## config.mk

```make
export PLATFORM = sky130hd
export DESIGN_NAME = exception_vector_select
export DESIGN_NICKNAME = d
export VERILOG_FILES = /design/src/include/exc_vec_pkg.sv /design/src/design/countdown_edge.sv /design/src/design/exception_vector_select.sv
export SDC_FILE = /design/constraint.sdc
export NUM_CORES = 1
export LEC_CHECK = 0
export ABC_AREA = 1
export BUFFER_PORTS_ARGS = -buffer_cell sky130_fd_sc_hd__buf_2
export CELL_PAD_IN_SITES_DETAIL_PLACEMENT = 1
export CELL_PAD_IN_SITES_GLOBAL_PLACEMENT = 1
export CORE_MARGIN = 8
export CORE_UTILIZATION = 25
export CTS_CLUSTER_DIAMETER = 40
export CTS_CLUSTER_SIZE = 30
export DETAILED_ROUTE_END_ITERATION = 8
export PLACE_DENSITY_LB_ADDON = 0.2
export SYNTH_ARGS = -nofsm -noshare
export SYNTH_HDL_FRONTEND = slang
export SYNTH_SLANG_ARGS = --single-unit
export TNS_END_PERCENT = 10
```

## constraint.sdc

```tcl
create_clock -name core_clk -period 2.85 [get_ports core_clk]
set_input_delay 0.57 -clock core_clk [delete_from_list [all_inputs] [get_ports core_clk]]
set_output_delay 0.57 -clock core_clk [all_outputs]
set_load 0.02 [all_outputs]
```

## src/include/exc_vec_pkg.sv

```systemverilog
// exception vector selection: shared constants and carriers
package exc_vec_pkg;

  localparam int VEC_W = 20;
  localparam logic [19:0] VEC_PROGRAM = 20'h00700;
  localparam logic [19:0] VEC_FLOAT_UNAVAIL = 20'h00800;
  localparam logic [19:0] VEC_COUNTDOWN = 20'h00900;
  localparam logic [19:0] VEC_SYSCALL = 20'h00C00;
  localparam logic [19:0] VEC_TRACE = 20'h00D00;
  localparam logic [19:0] VEC_RESERVED_FP_ASSIST = 20'h00E00;
  localparam logic [19:0] VEC_RSV_A_LO = 20'h00A00;
  localparam logic [19:0] VEC_RSV_A_HI = 20'h00BFF;
  localparam logic [19:0] VEC_RSV_E_LO = 20'h00E10;
  localparam logic [19:0] VEC_RSV_E_HI = 20'h00FFF;
  localparam logic [19:0] VEC_INSTR_TRANSLATION_BUFFER_MISS = 20'h01000;
  localparam logic [19:0] VEC_DLOAD_MISS = 20'h01100;
  localparam logic [19:0] VEC_DSTORE_MISS = 20'h01200;
  localparam logic [19:0] VEC_NONE = 20'h00000;

  // saved machine state cause bit positions (program exception kinds)
  localparam int CAUSE_W = 4;
  localparam int CAUSE_FLOAT = 0;
  localparam int CAUSE_ILLEGAL = 1;
  localparam int CAUSE_PRIV = 2;
  localparam int CAUSE_TRAP = 3;
  localparam logic [3:0] CAUSE_NONE = 4'h0;

  localparam int SPR_W = 10;
  localparam int SPR_MSB = 9;
  localparam int DEC_MSB = 31;
  localparam logic [31:0] DEC_RESET = 32'h00000000;

  // machine state register bits that this block watches
  typedef struct packed {
    logic userModeBit;
    logic floatAvailableBit;
    logic floatExcMode0;
    logic floatExcMode1;
    logic externalInterruptEnable;
    logic singleStepBit;
    logic branchTraceBit;
  } machine_state_s;

  // status of the instruction at the completion point
  typedef struct packed {
    logic valid;
    logic isFloat;
    logic isPrivileged;
    logic isSpecialMove;
    logic sprFieldInvalid;
    logic [9:0] specialRegisterNumber;
    logic illegalOpcode;
    logic unimplemented;
    logic optionalAbsent;
    logic optionalNop;
    logic trapTaken;
    logic isSystemCall;
    logic isBranch;
    logic floatEnabledExc;
    logic moveToFloatStatus;
    logic moveExcAndEnable;
  } instr_status_s;

  typedef struct packed {
    logic fetchMiss;
    logic loadMiss;
    logic storeMiss;
    logic storeChangeNeeded;
  } translation_s;

  typedef enum logic [3:0] {
    EXC_NONE,
    EXC_INSTR_TRANSLATION_BUFFER,
    EXC_FLOAT_UNAVAIL,
    EXC_PROGRAM,
    EXC_SYSCALL,
    EXC_DLOAD,
    EXC_DSTORE,
    EXC_COUNTDOWN,
    EXC_TRACE
  } exc_kind_e;

  function automatic logic [19:0] vecOf(input exc_kind_e k);
    case (k)
      EXC_INSTR_TRANSLATION_BUFFER: vecOf = VEC_INSTR_TRANSLATION_BUFFER_MISS;
      EXC_FLOAT_UNAVAIL: vecOf = VEC_FLOAT_UNAVAIL;
      EXC_PROGRAM: vecOf = VEC_PROGRAM;
      EXC_SYSCALL: vecOf = VEC_SYSCALL;
      EXC_DLOAD: vecOf = VEC_DLOAD_MISS;
      EXC_DSTORE: vecOf = VEC_DSTORE_MISS;
      EXC_COUNTDOWN: vecOf = VEC_COUNTDOWN;
      EXC_TRACE: vecOf = VEC_TRACE;
      default: vecOf = VEC_NONE;
    endcase
  endfunction

  function automatic logic inReserved(input logic [19:0] v);
    inReserved = (v == VEC_RESERVED_FP_ASSIST)
      || (v >= VEC_RSV_A_LO && v <= VEC_RSV_A_HI)
      || (v >= VEC_RSV_E_LO && v <= VEC_RSV_E_HI);
  endfunction

endpackage

```

## src/design/countdown_edge.sv

```systemverilog
// countdown timer msb rising-edge detector with pending latch
module countdown_edge
  import exc_vec_pkg::*;
(
  input wire logic core_clk,
  input wire logic rst_n,
  input wire logic [31:0] countdownTimer,
  input wire logic taken,
  output logic pending
);

  logic msb_q;
  logic msb_d;
  logic pend_q;
  logic pend_d;

  always_comb
  begin
    msb_d = countdownTimer[DEC_MSB];
    // a fresh edge wins over the clear in the same cycle
    pend_d = (pend_q && !taken) || (!msb_q && countdownTimer[DEC_MSB]);
  end

  always_ff @(posedge core_clk)
  begin
    if (!rst_n)
    begin
      msb_q <= DEC_RESET[DEC_MSB];
      pend_q <= 1'b0;
    end
    else
    begin
      msb_q <= msb_d;
      pend_q <= pend_d;
    end
  end

  assign pending = pend_q;
endmodule

```

## src/design/exception_vector_select.sv

```systemverilog
// exception detection and vector selection, offsets 00700 to 01200
//////////////////////////////////////////////////////////////////////////////
// Behaviour
// - program exceptions vector 00700, cause recorded
// - float enabled exception: mode bit and summary
// - summary set by float or move-to-status
// - illegal, unimplemented, absent-optional raise illegal
// - privileged instruction in user mode raises
// - invalid special move, msb and user raise
// - trap condition true raises trap exception
// - float op with float unavailable: 00800
// - countdown msb rise: 00900 when enabled
// - system call vectors 00C00 unless a fetch miss, float unavailable or program cause wins
// - trace 00D00 on single-step or branch-trace
// - never dispatch reserved vectors
// - fetch translation miss vectors 01000
// - load translation miss vectors 01100
// - store miss or change-bit needed: 01200
module exception_vector_select
  import exc_vec_pkg::*;
(
  input wire logic core_clk,
  input wire logic rst_n,
  input wire exc_vec_pkg::machine_state_s machineStateRegister,
  input wire exc_vec_pkg::instr_status_s instrStatus,
  input wire exc_vec_pkg::translation_s translation,
  input wire logic [31:0] countdownTimer,
  input wire logic clearFloatSummary,
  output logic excTake,
  output logic [19:0] excVector,
  output logic [3:0] savedMachineState,
  output logic floatEnabledSummary
);

  import exc_vec_pkg::*;

  //////////////////////////////////////////////////////////////////////////////
  logic take_q;
  logic take_d;
  logic [19:0] vec_q;
  logic [19:0] vec_d;
  logic [3:0] cause_q;
  logic [3:0] cause_d;
  logic fex_q;
  logic fex_d;
  exc_kind_e kind;
  logic decPending;
  logic decTaken;
  logic [3:0] progCause;
  logic floatUnavail;
  logic traceHit;

  countdown_edge u_countdown_edge (
    .core_clk(core_clk),
    .rst_n(rst_n),
    .countdownTimer(countdownTimer),
    .taken(decTaken),
    .pending(decPending)
  );

  //////////////////////////////////////////////////////////////////////////////
  // summary bit is sticky; hardware set wins over software clear
  always_comb
  begin
    fex_d = fex_q;
    if (clearFloatSummary)
    begin
      fex_d = 1'b0;
    end
    if (instrStatus.valid && (instrStatus.floatEnabledExc
        || (instrStatus.moveToFloatStatus && instrStatus.moveExcAndEnable)))
    begin
      fex_d = 1'b1;
    end
  end

  //////////////////////////////////////////////////////////////////////////////
  always_comb
  begin
    progCause = CAUSE_NONE;
    floatUnavail = instrStatus.valid && instrStatus.isFloat
      && !machineStateRegister.floatAvailableBit;
    if (instrStatus.valid)
    begin
      progCause[CAUSE_FLOAT] = (machineStateRegister.floatExcMode0
        || machineStateRegister.floatExcMode1) && fex_q;
      progCause[CAUSE_ILLEGAL] = (instrStatus.illegalOpcode || instrStatus.unimplemented
        || instrStatus.optionalAbsent) && !instrStatus.optionalNop;
      progCause[CAUSE_PRIV] = machineStateRegister.userModeBit
        && (instrStatus.isPrivileged
        || (instrStatus.isSpecialMove && instrStatus.sprFieldInvalid
        && instrStatus.specialRegisterNumber[SPR_MSB]));
      progCause[CAUSE_TRAP] = instrStatus.trapTaken;
    end
    traceHit = instrStatus.valid && (machineStateRegister.singleStepBit
      || (instrStatus.isBranch && machineStateRegister.branchTraceBit));
  end

  //////////////////////////////////////////////////////////////////////////////
  // fixed priority: fetch, instruction-caused, data, asynchronous, trace
  always_comb
  begin
    kind = EXC_NONE;
    if (translation.fetchMiss)
    begin
      kind = EXC_INSTR_TRANSLATION_BUFFER;
    end
    else if (floatUnavail)
    begin
      kind = EXC_FLOAT_UNAVAIL;
    end
    else if (progCause != CAUSE_NONE)
    begin
      kind = EXC_PROGRAM;
    end
    else if (instrStatus.valid && instrStatus.isSystemCall)
    begin
      kind = EXC_SYSCALL;
    end
    else if (translation.loadMiss)
    begin
      kind = EXC_DLOAD;
    end
    else if (translation.storeMiss || translation.storeChangeNeeded)
    begin
      kind = EXC_DSTORE;
    end
    else if (decPending && machineStateRegister.externalInterruptEnable)
    begin
      kind = EXC_COUNTDOWN;
    end
    else if (traceHit)
    begin
      kind = EXC_TRACE;
    end
    decTaken = (kind == EXC_COUNTDOWN);
  end

  //////////////////////////////////////////////////////////////////////////////
  always_comb
  begin
    take_d = (kind != EXC_NONE);
    vec_d = vecOf(kind);
    // reserved offsets cannot come out of the table; guard kept for safety
    if (inReserved(vec_d))
    begin
      take_d = 1'b0;
      vec_d = VEC_NONE;
    end
    cause_d = (kind == EXC_PROGRAM) ? progCause : CAUSE_NONE;
  end

  always_ff @(posedge core_clk)
  begin
    if (!rst_n)
    begin
      take_q <= 1'b0;
      vec_q <= VEC_NONE;
      cause_q <= CAUSE_NONE;
      fex_q <= 1'b0;
    end
    else
    begin
      take_q <= take_d;
      vec_q <= vec_d;
      cause_q <= cause_d;
      fex_q <= fex_d;
    end
  end

  assign excTake = take_q;
  assign excVector = vec_q;
  assign savedMachineState = cause_q;
  assign floatEnabledSummary = fex_q;
endmodule

```

# Word-level counts from Yosys, hierarchy flattened
# Memory sizes are Yosys's and may differ from the RTL's.
# Index checks and enable logic that the tools add are counted.
# totals
romBits,80
ff_bits,28
inputBits,71
n_memories,1
# memory_table
memory,words,width,read_ports,rd_clocked_by_memory_dff,write_ports,line_no,source
(name not given),16,5,1,0,0,exc_vec_pkg.sv:84,case (k)
# classes
n_bitwise,1
n_lt_le_gt_ge,4
reduce_logical,36
n_mux,11
eq_ne,3
# op_table
op,n
$ge A20 B12 Y1 const B,2
$le A20 B12 Y1 const B,2
$mux W4,9
$eq A20 B12 Y1 const B,1
$logic_and A1 B1 Y1,17
$logic_or A1 B1 Y1,10
$reduce_bool A4 Y1,2
$eq A4 B2 Y1 const B,1
$eq A4 B3 Y1 const B,1
$logic_not A1 Y1,4
$mux W1,2
$reduce_and A2 Y1,1
$reduce_bool A2 Y1,1
$reduce_or A2 Y1,1
$not A1 Y1,1

# Logic depth before layout (Yosys ltp)
# Gate-level depths: netlist (run 1).
# An unclocked memory read counts as a cell.
# depth
depth_word,17
ltp_mapped,16
mapped_depth_nobuf,16

# Cells and area by module
# Synthesis (run 1) repeated with hierarchy kept, for this count alone.
# hier_totals
cells_unflattened,151
hier_area_um2,1036.0
# by_module_without_submodules
mod,area_per_inst_um2,cells_each,instances
exception_vector_select,967.2,142,1
countdown_edge,68.8,9,1

# Worst setup path before layout (run 1)
# No wires, ideal clock.
# synth_path
kind,input to register
from,input instrStatus[24] in the netlist's numbering
to,register take_q (netlist: excTake)
n_path_buf,1
arrival_time_ns,2.094
cell_stages,14
required_ns,2.725
slack_ns,0.630
path_cell_list,buf_6 > nand2_2 > inv_2 > nand2_4 > nand2_4 > nor2_8 > inv_1 > o31ai_1 > ha_1 > nand2_1 > nand2_2 > nand2_2 > nor2_4 > nor3_2
# synth_via
elab_chain_cells,15
word_cells_on_any_way,26
cone_classes,4 x order compare; 1 x eq/ne; 9 x mux; 11 x reduce/logical; 1 x memory
# synth_rtl
item,line_no,source
from (decl),exception_vector_select.sv:25,"input wire exc_vec_pkg::instr_status_s instrStatus,"
$logic_and A1 B1 Y1,exception_vector_select.sv:95,traceHit = instrStatus.valid && (machineStateRegister.singleStepBit
$mux W4,exception_vector_select.sv:132,else if (traceHit)
$mux W4,exception_vector_select.sv:128,else if (decPending && machineStateRegister.externalInterruptEnable)
$mux W4,exception_vector_select.sv:124,else if (translation.storeMiss || translation.storeChangeNeeded)
$mux W4,exception_vector_select.sv:120,else if (translation.loadMiss)
$mux W4,exception_vector_select.sv:116,else if (instrStatus.valid && instrStatus.isSystemCall)
$mux W4,exception_vector_select.sv:112,else if (progCause != CAUSE_NONE)
$mux W4 *,exception_vector_select.sv:108,else if (floatUnavail)
$mux W4 *,exception_vector_select.sv:104,if (translation.fetchMiss)
$mem_v2 Z16 W5,--,
$ge A20 B12 Y1 or $le A20 B12 Y1 (tied branches),exc_vec_pkg.sv:99,|| (v >= VEC_RSV_A_LO && v <= VEC_RSV_A_HI)
$logic_and A1 B1 Y1,exc_vec_pkg.sv:99,
$logic_or A1 B1 Y1,exc_vec_pkg.sv:99,
$logic_or A1 B1 Y1,exc_vec_pkg.sv:100,|| (v >= VEC_RSV_E_LO && v <= VEC_RSV_E_HI);
$reduce_or A2 Y1 (no source line),--,
to (signal assigned),exception_vector_select.sv:164,take_q <= take_d;
to (decl),exception_vector_select.sv:38,logic take_q;
# Every way passes the cells marked *; elsewhere a longest branch is shown, timed or not.
# A chain may end at the register's enable or synchronous reset.

# Final worst setup path (run 1)
# Same ends and word-level chain as after synthesis.

==> out/summary.txt, run 1 <==
Register share of total power: 0.371
Final worst-path cycle share: 0.7965
HP Class: register to register
Vias: 963
Synth Instances: 145
Syn-to-layout area delta: 21.50%
Clk root buf: clkbuf_8
Hold-fix buffers, CTS: 0
Total placed cells including tap cells: 236
Hold WS: 0.4239 ns
Final #Nets: 266
Sw Ratio: 0.3359
Worst Hold Endpoint: u_countdown_edge.pending$_SDFF_PN0_
Longest Clk Path Bufs: 2
Vias in the first global route: 1,064
Critical Path RT: 3.01 ns
Post-Syn Area per Cell: 7.826 um2
Crit path DAT: 2.43 ns
Reg-to-Reg Start: floatEnabledSummary$_SDFFE_PN0P_
Critical path peak fanout: 9
Final non-filler cell total: 240
Tmin final: 2.270 ns
Tot Pwr: 0.5316 mW
Drt pass-1 iters: 3
Flop2flop setup slack: 0.82 ns
Worst R2R Path Depth: 14
Final core utilization: 0.3167
Clk_skew: 0.003555 ns
Max-slew violations: 0
P_int: 0.3531 mW
Die Wd: 83.38 um
Setup crit start kind: primary input
Combinational share of power: 0.331
Diode count: 0
Clock sinks: 13
Drt via density: 4.013
Source of the worst hold timing path: u_countdown_edge.msb_q$_SDFF_PN0_
Final estimated routing congestion in global placement: 0.7358
Yosys top cell area share: 0.2293
Synth warn: 0
Peak supply drop: 0.0001079 V
Congestion Overflow GR: 0
Cell area power density: 385.6 nW/um2
H-Tree Level Count: 1
Synth cell types: 28
Max-Cap Viols: 0
RR Endpoint: excTake$_SDFF_PP0_
Starting density of the core: 0.2606
Sequential share of the synthesized area: 0.2293
Power share of the clock group: 0.298
Worst setup path category: primary input to register
Vert. Die Dim: 83.38 um
DP HPWL: 2.540 mm
Dpl ws: 0.2708 ns
Leak Pwr: 0.8067 nW
Row count: 24
TritonCTS clock tree: done
Postcts setup bufs: 0
Setup violations, final: 0
NetSw: 0.1786 mW
Drt drc: 0
Hold Path Depth: 1
Area contributors post-synth: dfxtp_1, buf_4, inv_1
Initial drt markers: 18
Port Buffers: 41
Kind of end point of the critical path: register
CTS resizes: 0
Largest net degree at the start of global routing: 10
Placed Area: 1334 um2
First-pass GRT wire length: 4.726 mm
Mean routed wirelength per cell: 11.51 um
Initial antenna violation count: 0
Post-synth top area cell: dfxtp_1
Layout cell share with drive strength beyond 1: 0.4362
Fmax: 440.5 MHz
Core Region: 4354 um2
GRT Total Usage: 0.07867
Final hold viol count: 0
Setup TNS: 0 ns
IO Pins: 97
Worst-skew pair later-pin latency: 0.24 ns
RSZ-0062 raised after global routing: no
Outcome: complete, no violations
Die Area: 6951 um2
Final ANT Viol Nets: 0
Fin worst setup slack: 0.5799 ns
Final Cell Area: 1379 um2
Seq cells post-synth: 13
Clock transition at path regs: 0.05 ns
TritonCTS Buffers: 3
Routed wire length: 2.763 mm
Cell area after synthesis: 1135 um2
-- state kept, by name (all words and copies together) (netlist names) --
name,count
u_countdown_edge.msb_q,1
floatEnabledSummary,1
excTake,1
u_countdown_edge.pending,1
excVector,5
savedMachineState,4
-- area by class of cell --
class                      count  area [um2]
timing repair buffer          41       205.2
fill                         558        2975
inverter                      26       97.59
sequential                    13       260.3
multi-input combinational    104       705.7
clock buffer                   4       45.04
tap                           52       65.06
-- cells by family (layout without fill, tap and decap cells) --
group | count (synthesis) | after routing | share of synthesized area
flip-flops | 13 | 13 | 0.2293
adder cells (fa/ha/maj) | 6 | 6 | 0.06615
other | 1 | 15 | 0.003304
buffers and inverters | 42 | 71 | 0.1951
AND/OR/NAND/NOR | 75 | 75 | 0.4653
AO/OA/AOI/OAI | 8 | 8 | 0.04080
-- cell usage in the layout, fill, tap and decap left out --
cell type	n
nor2_4	4
nand2_4	6
nor3_1	2
nor2_1	7
o22ai_1	1
nand3_2	4
conb_1	15
nand2_1	20
o21ai_0	2
inv_1	23
nor2_2	1
dfxtp_1	13
buf_2	41
nand3b_1	1
nand3_4	1
clkbuf_1	1
inv_2	3
a21o_1	1
nand3b_4	1
ha_1	6
o31ai_1	1
a21oi_1	2
nand3_1	7
nand2_2	11
nor3_2	5
nor2_8	2
clkbuf_8	3
o21ai_1	1
nand4_1	3
-- layer usage --
metal  up-vias  routed length [um]  GRT usage
li1        504                   -          -
met1       423                1183    0.09019
met2        34                1355     0.1351
met3         2                 211    0.02441
met4         0                  12    0.02396
met5         -                   0          0
-- power groups by stage --
| stage | logic (mW) | clock network, mW | registers (mW) |
|---|---|---|---|
| floorplan | 0.133 | 0 | 0.213 |
| global placement | 0.174 | 0 | 0.200 |
| detailed placement | 0.179 | 0 | 0.201 |
| CTS | 0.179 | 0.165 | 0.197 |
| global route | 0.196 | 0.173 | 0.199 |
| finish | 0.176 | 0.158 | 0.197 |
-- worst max-delay path by stage --
| stage | startpoint | end | slack, ns | cells after the start |
|---|---|---|---|---|
| 2_1_floorplan | instrStatus[24] | excTake$_SDFF_PP0_ | 0.63 | 14 |
| 3_3_place_gp | instrStatus[24] | excVector[10]$_SDFF_PP0_ | 0.30 | 15 |
| 3_5_place_dp | instrStatus[24] | excTake$_SDFF_PP0_ | 0.27 | 15 |
| 4_1_cts | instrStatus[24] | excTake$_SDFF_PP0_ | 0.51 | 15 |
| 5_1_grt | instrStatus[24] | excVector[10]$_SDFF_PP0_ | 0.36 | 15 |
| 6_report | instrStatus[24] | excTake$_SDFF_PP0_ | 0.58 | 15 |
-- worst max-delay path, cell delays in order --
cell and delay, ns:
buf_2 0.19, nand2_2 0.10, inv_2 0.04, nand2_4 0.08, nand2_4 0.07, nor2_8 0.17
inv_1 0.05, o31ai_1 0.34, inv_1 0.16, ha_1 0.21, nand3_1 0.08, nand2_1 0.09
nand3_2 0.11, nor2_4 0.06, nor3_2 0.09
-- cells in the mapped netlist, drive strengths merged --
cell,number
o21ai,3
inv,26
nand2,37
nand3,12
nand4,3
nor2,14
buf,16
o22ai,1
nand3b,2
o31ai,1
dfxtp,13
conb,1
ha,6
a21o,1
nor3,7
a21oi,2
Power figures use the tool's default switching activity.
==> run 2: changes to the inputs <==
Settings changed: CORE_UTILIZATION 25 to 22.
Clock period 2.85 ns to 1.85 ns, I/O delays scaled along.
==> out/summary.txt, run 2 (synthesized netlist as in run 1, its figures left out) <==
Worst Hold Endpoint: u_countdown_edge.msb_q$_SDFF_PN0_
Setup TNS: 0 ns
TritonCTS clock tree: done
Commonest cells after routing, fill and taps aside: buf_2, buf_4, inv_1
Final core utilization: 0.3417
Flop2flop setup slack: 0.05 ns
GR Util met1: 0.08831
Clk_skew: 0.003308 ns
Max reg flops: 5
Worst-skew pair later-pin latency: 0.23 ns
Critical Path RT: 1.96 ns
TritonCTS Buffers: 3
Slowest stage cell on the critical path: ha_4
GRT Total Usage: 0.08493
Clock transition at path regs: 0.05 ns
Port Buffers: 41
Kind of end point of the critical path: register
Cell area power density: 532.7 nW/um2
First-pass GRT wire length: 5.382 mm
Die Area: 7712 um2
Final hold viol count: 0
Layout cell share with drive strength beyond 1: 0.6114
RSZ-0062 raised after global routing: yes
CP Buf/Inv Count: 1
Outcome: complete, no violations
Clk root buf: clkbuf_8
Largest net degree at the start of global routing: 8
Worst path cell trace: buf_2 -> nand3_1 -> nand2_2 -> nand2_4 -> nand2_4 -> nor2_8 -> nand2_1 -> nand2_2 -> nand2_4 -> ha_4 -> nand3_4 -> nand2_2 -> nand3_2 -> nor2_4 -> nor3_2
DP HPWL: 2.795 mm
Leak Pwr: 0.9283 nW
Max-slew violations: 0
Mean routed wirelength per cell: 11.21 um
Congestion Overflow GR: 0
Final estimated routing congestion in global placement: 0.7701
Leading cell type in the layout, fill and taps excluded: buf_2
Drt via density: 3.829
GR Util met3: 0.02627
Diode count: 0
Final #Nets: 289
Starting density of the core: 0.2251
Max-Cap Viols: 0
IO Pins: 97
Initial antenna violation count: 0
Crit path DAT: 1.94 ns
Worst R2R Path Depth: 14
Vias in the first global route: 1,213
H-Tree Level Count: 1
Drt pass-1 iters: 2
Final worst-path cycle share: 0.9862
Clock sinks: 13
GR Util met2: 0.1566
Syn-to-layout area delta: 51.82%
Worst setup path category: primary input to register
Critical path peak fanout: 5
Setup violations, final: 0
Row count: 26
Crit-path leading delay family: simple AND/OR/NAND/NOR gates
Hold Path Depth: 3
Fmax: 548.1 MHz
Peak supply drop: 0.0001762 V
Most Crowded Layer GR: met2
Vert. Die Dim: 87.82 um
Source of the worst hold timing path: countdownTimer[31]
Core Region: 5042 um2
Drt drc: 0
HP Class: primary input to register
Routed wire length: 3.151 mm
Critical Path Max Stage Delay: 0.29 ns
RR Endpoint: excVector[8]$_SDFF_PP0_
Die Wd: 87.82 um
Reg-to-Reg Start: floatEnabledSummary$_SDFFE_PN0P_
Initial drt markers: 12
Longest Clk Path Bufs: 2
Final ANT Viol Nets: 0
Setup crit start kind: primary input
Tmin final: 1.824 ns
Vias: 1,076
-- run 2: where the power goes --
part,internal (mW),switching (mW),total [mW]
sequential,0.299,0.00610,0.305
clock,0.151,0.0883,0.239
combinational,0.158,0.215,0.373
total,0.608,0.310,0.918
-- run 2: worst max path at each step --
stage,from,end,slack (ns),cells past startpoint
2_1_floorplan,instrStatus[24],excTake$_SDFF_PP0_,-0.12,15
3_3_place_gp,instrStatus[24],excVector[12]$_SDFF_PP0_,-0.28,13
3_5_place_dp,instrStatus[24],excVector[8]$_SDFF_PP0_,-0.34,15
4_1_cts,floatEnabledSummary$_SDFFE_PN0P_,excVector[8]$_SDFF_PP0_,-0.07,13
5_1_grt,instrStatus[21],excVector[8]$_SDFF_PP0_,-0.10,15
6_report,instrStatus[21],excVector[8]$_SDFF_PP0_,0.03,15
-- run 2: per-layer routing --
layer,wire (um),up-vias
met2,1636,33
li1,-,549
met5,0,-
met4,23,0
met3,257,2
met1,1234,492
-- run 2: area by class of cell --
| class | instances | area, um2 |
|---|---|---|
| Tap cell | 70 | 87.58 |
| Fill cell | 623 | 3319 |
| Inverter | 26 | 100.1 |
| Clock buffer | 4 | 45.04 |
| Sequential cell | 13 | 262.8 |
| Multi-Input combinational cell | 104 | 828.3 |
| Timing Repair Buffer | 64 | 399.1 |
-- run 2: through the flow --
stage	cells	instance area [um2]	setup WS, ns	total power [mW]	hold WS [ns]
CTS	279	1649	-0.06970	0.9070	0.3546
global placement	272	1538	-0.2777	0.6318	0.4213
floorplan	159	1225	-0.1249	0.5452	0.4079
detailed placement	272	1538	-0.3402	0.6416	0.4270
finish	281	1723	0.02560	0.9178	0.3620
global route	281	1723	-0.1035	0.9859	0.3514
-- run 2: worst min-delay path: cells and delay by family --
kind          cells  cell delay, ns
buf+inv           2            0.13
simple gates      1            0.07
-- run 2: what timing repair did --
| item | in CTS | in global routing |
|---|---|---|
| pin swaps | 16 | 12 |
| hold buffers | 0 | 0 |
| resized for setup | 16 | 15 |
| setup buffers | 3 | 2 |
| setup endpoints to repair | 6 | 9 |
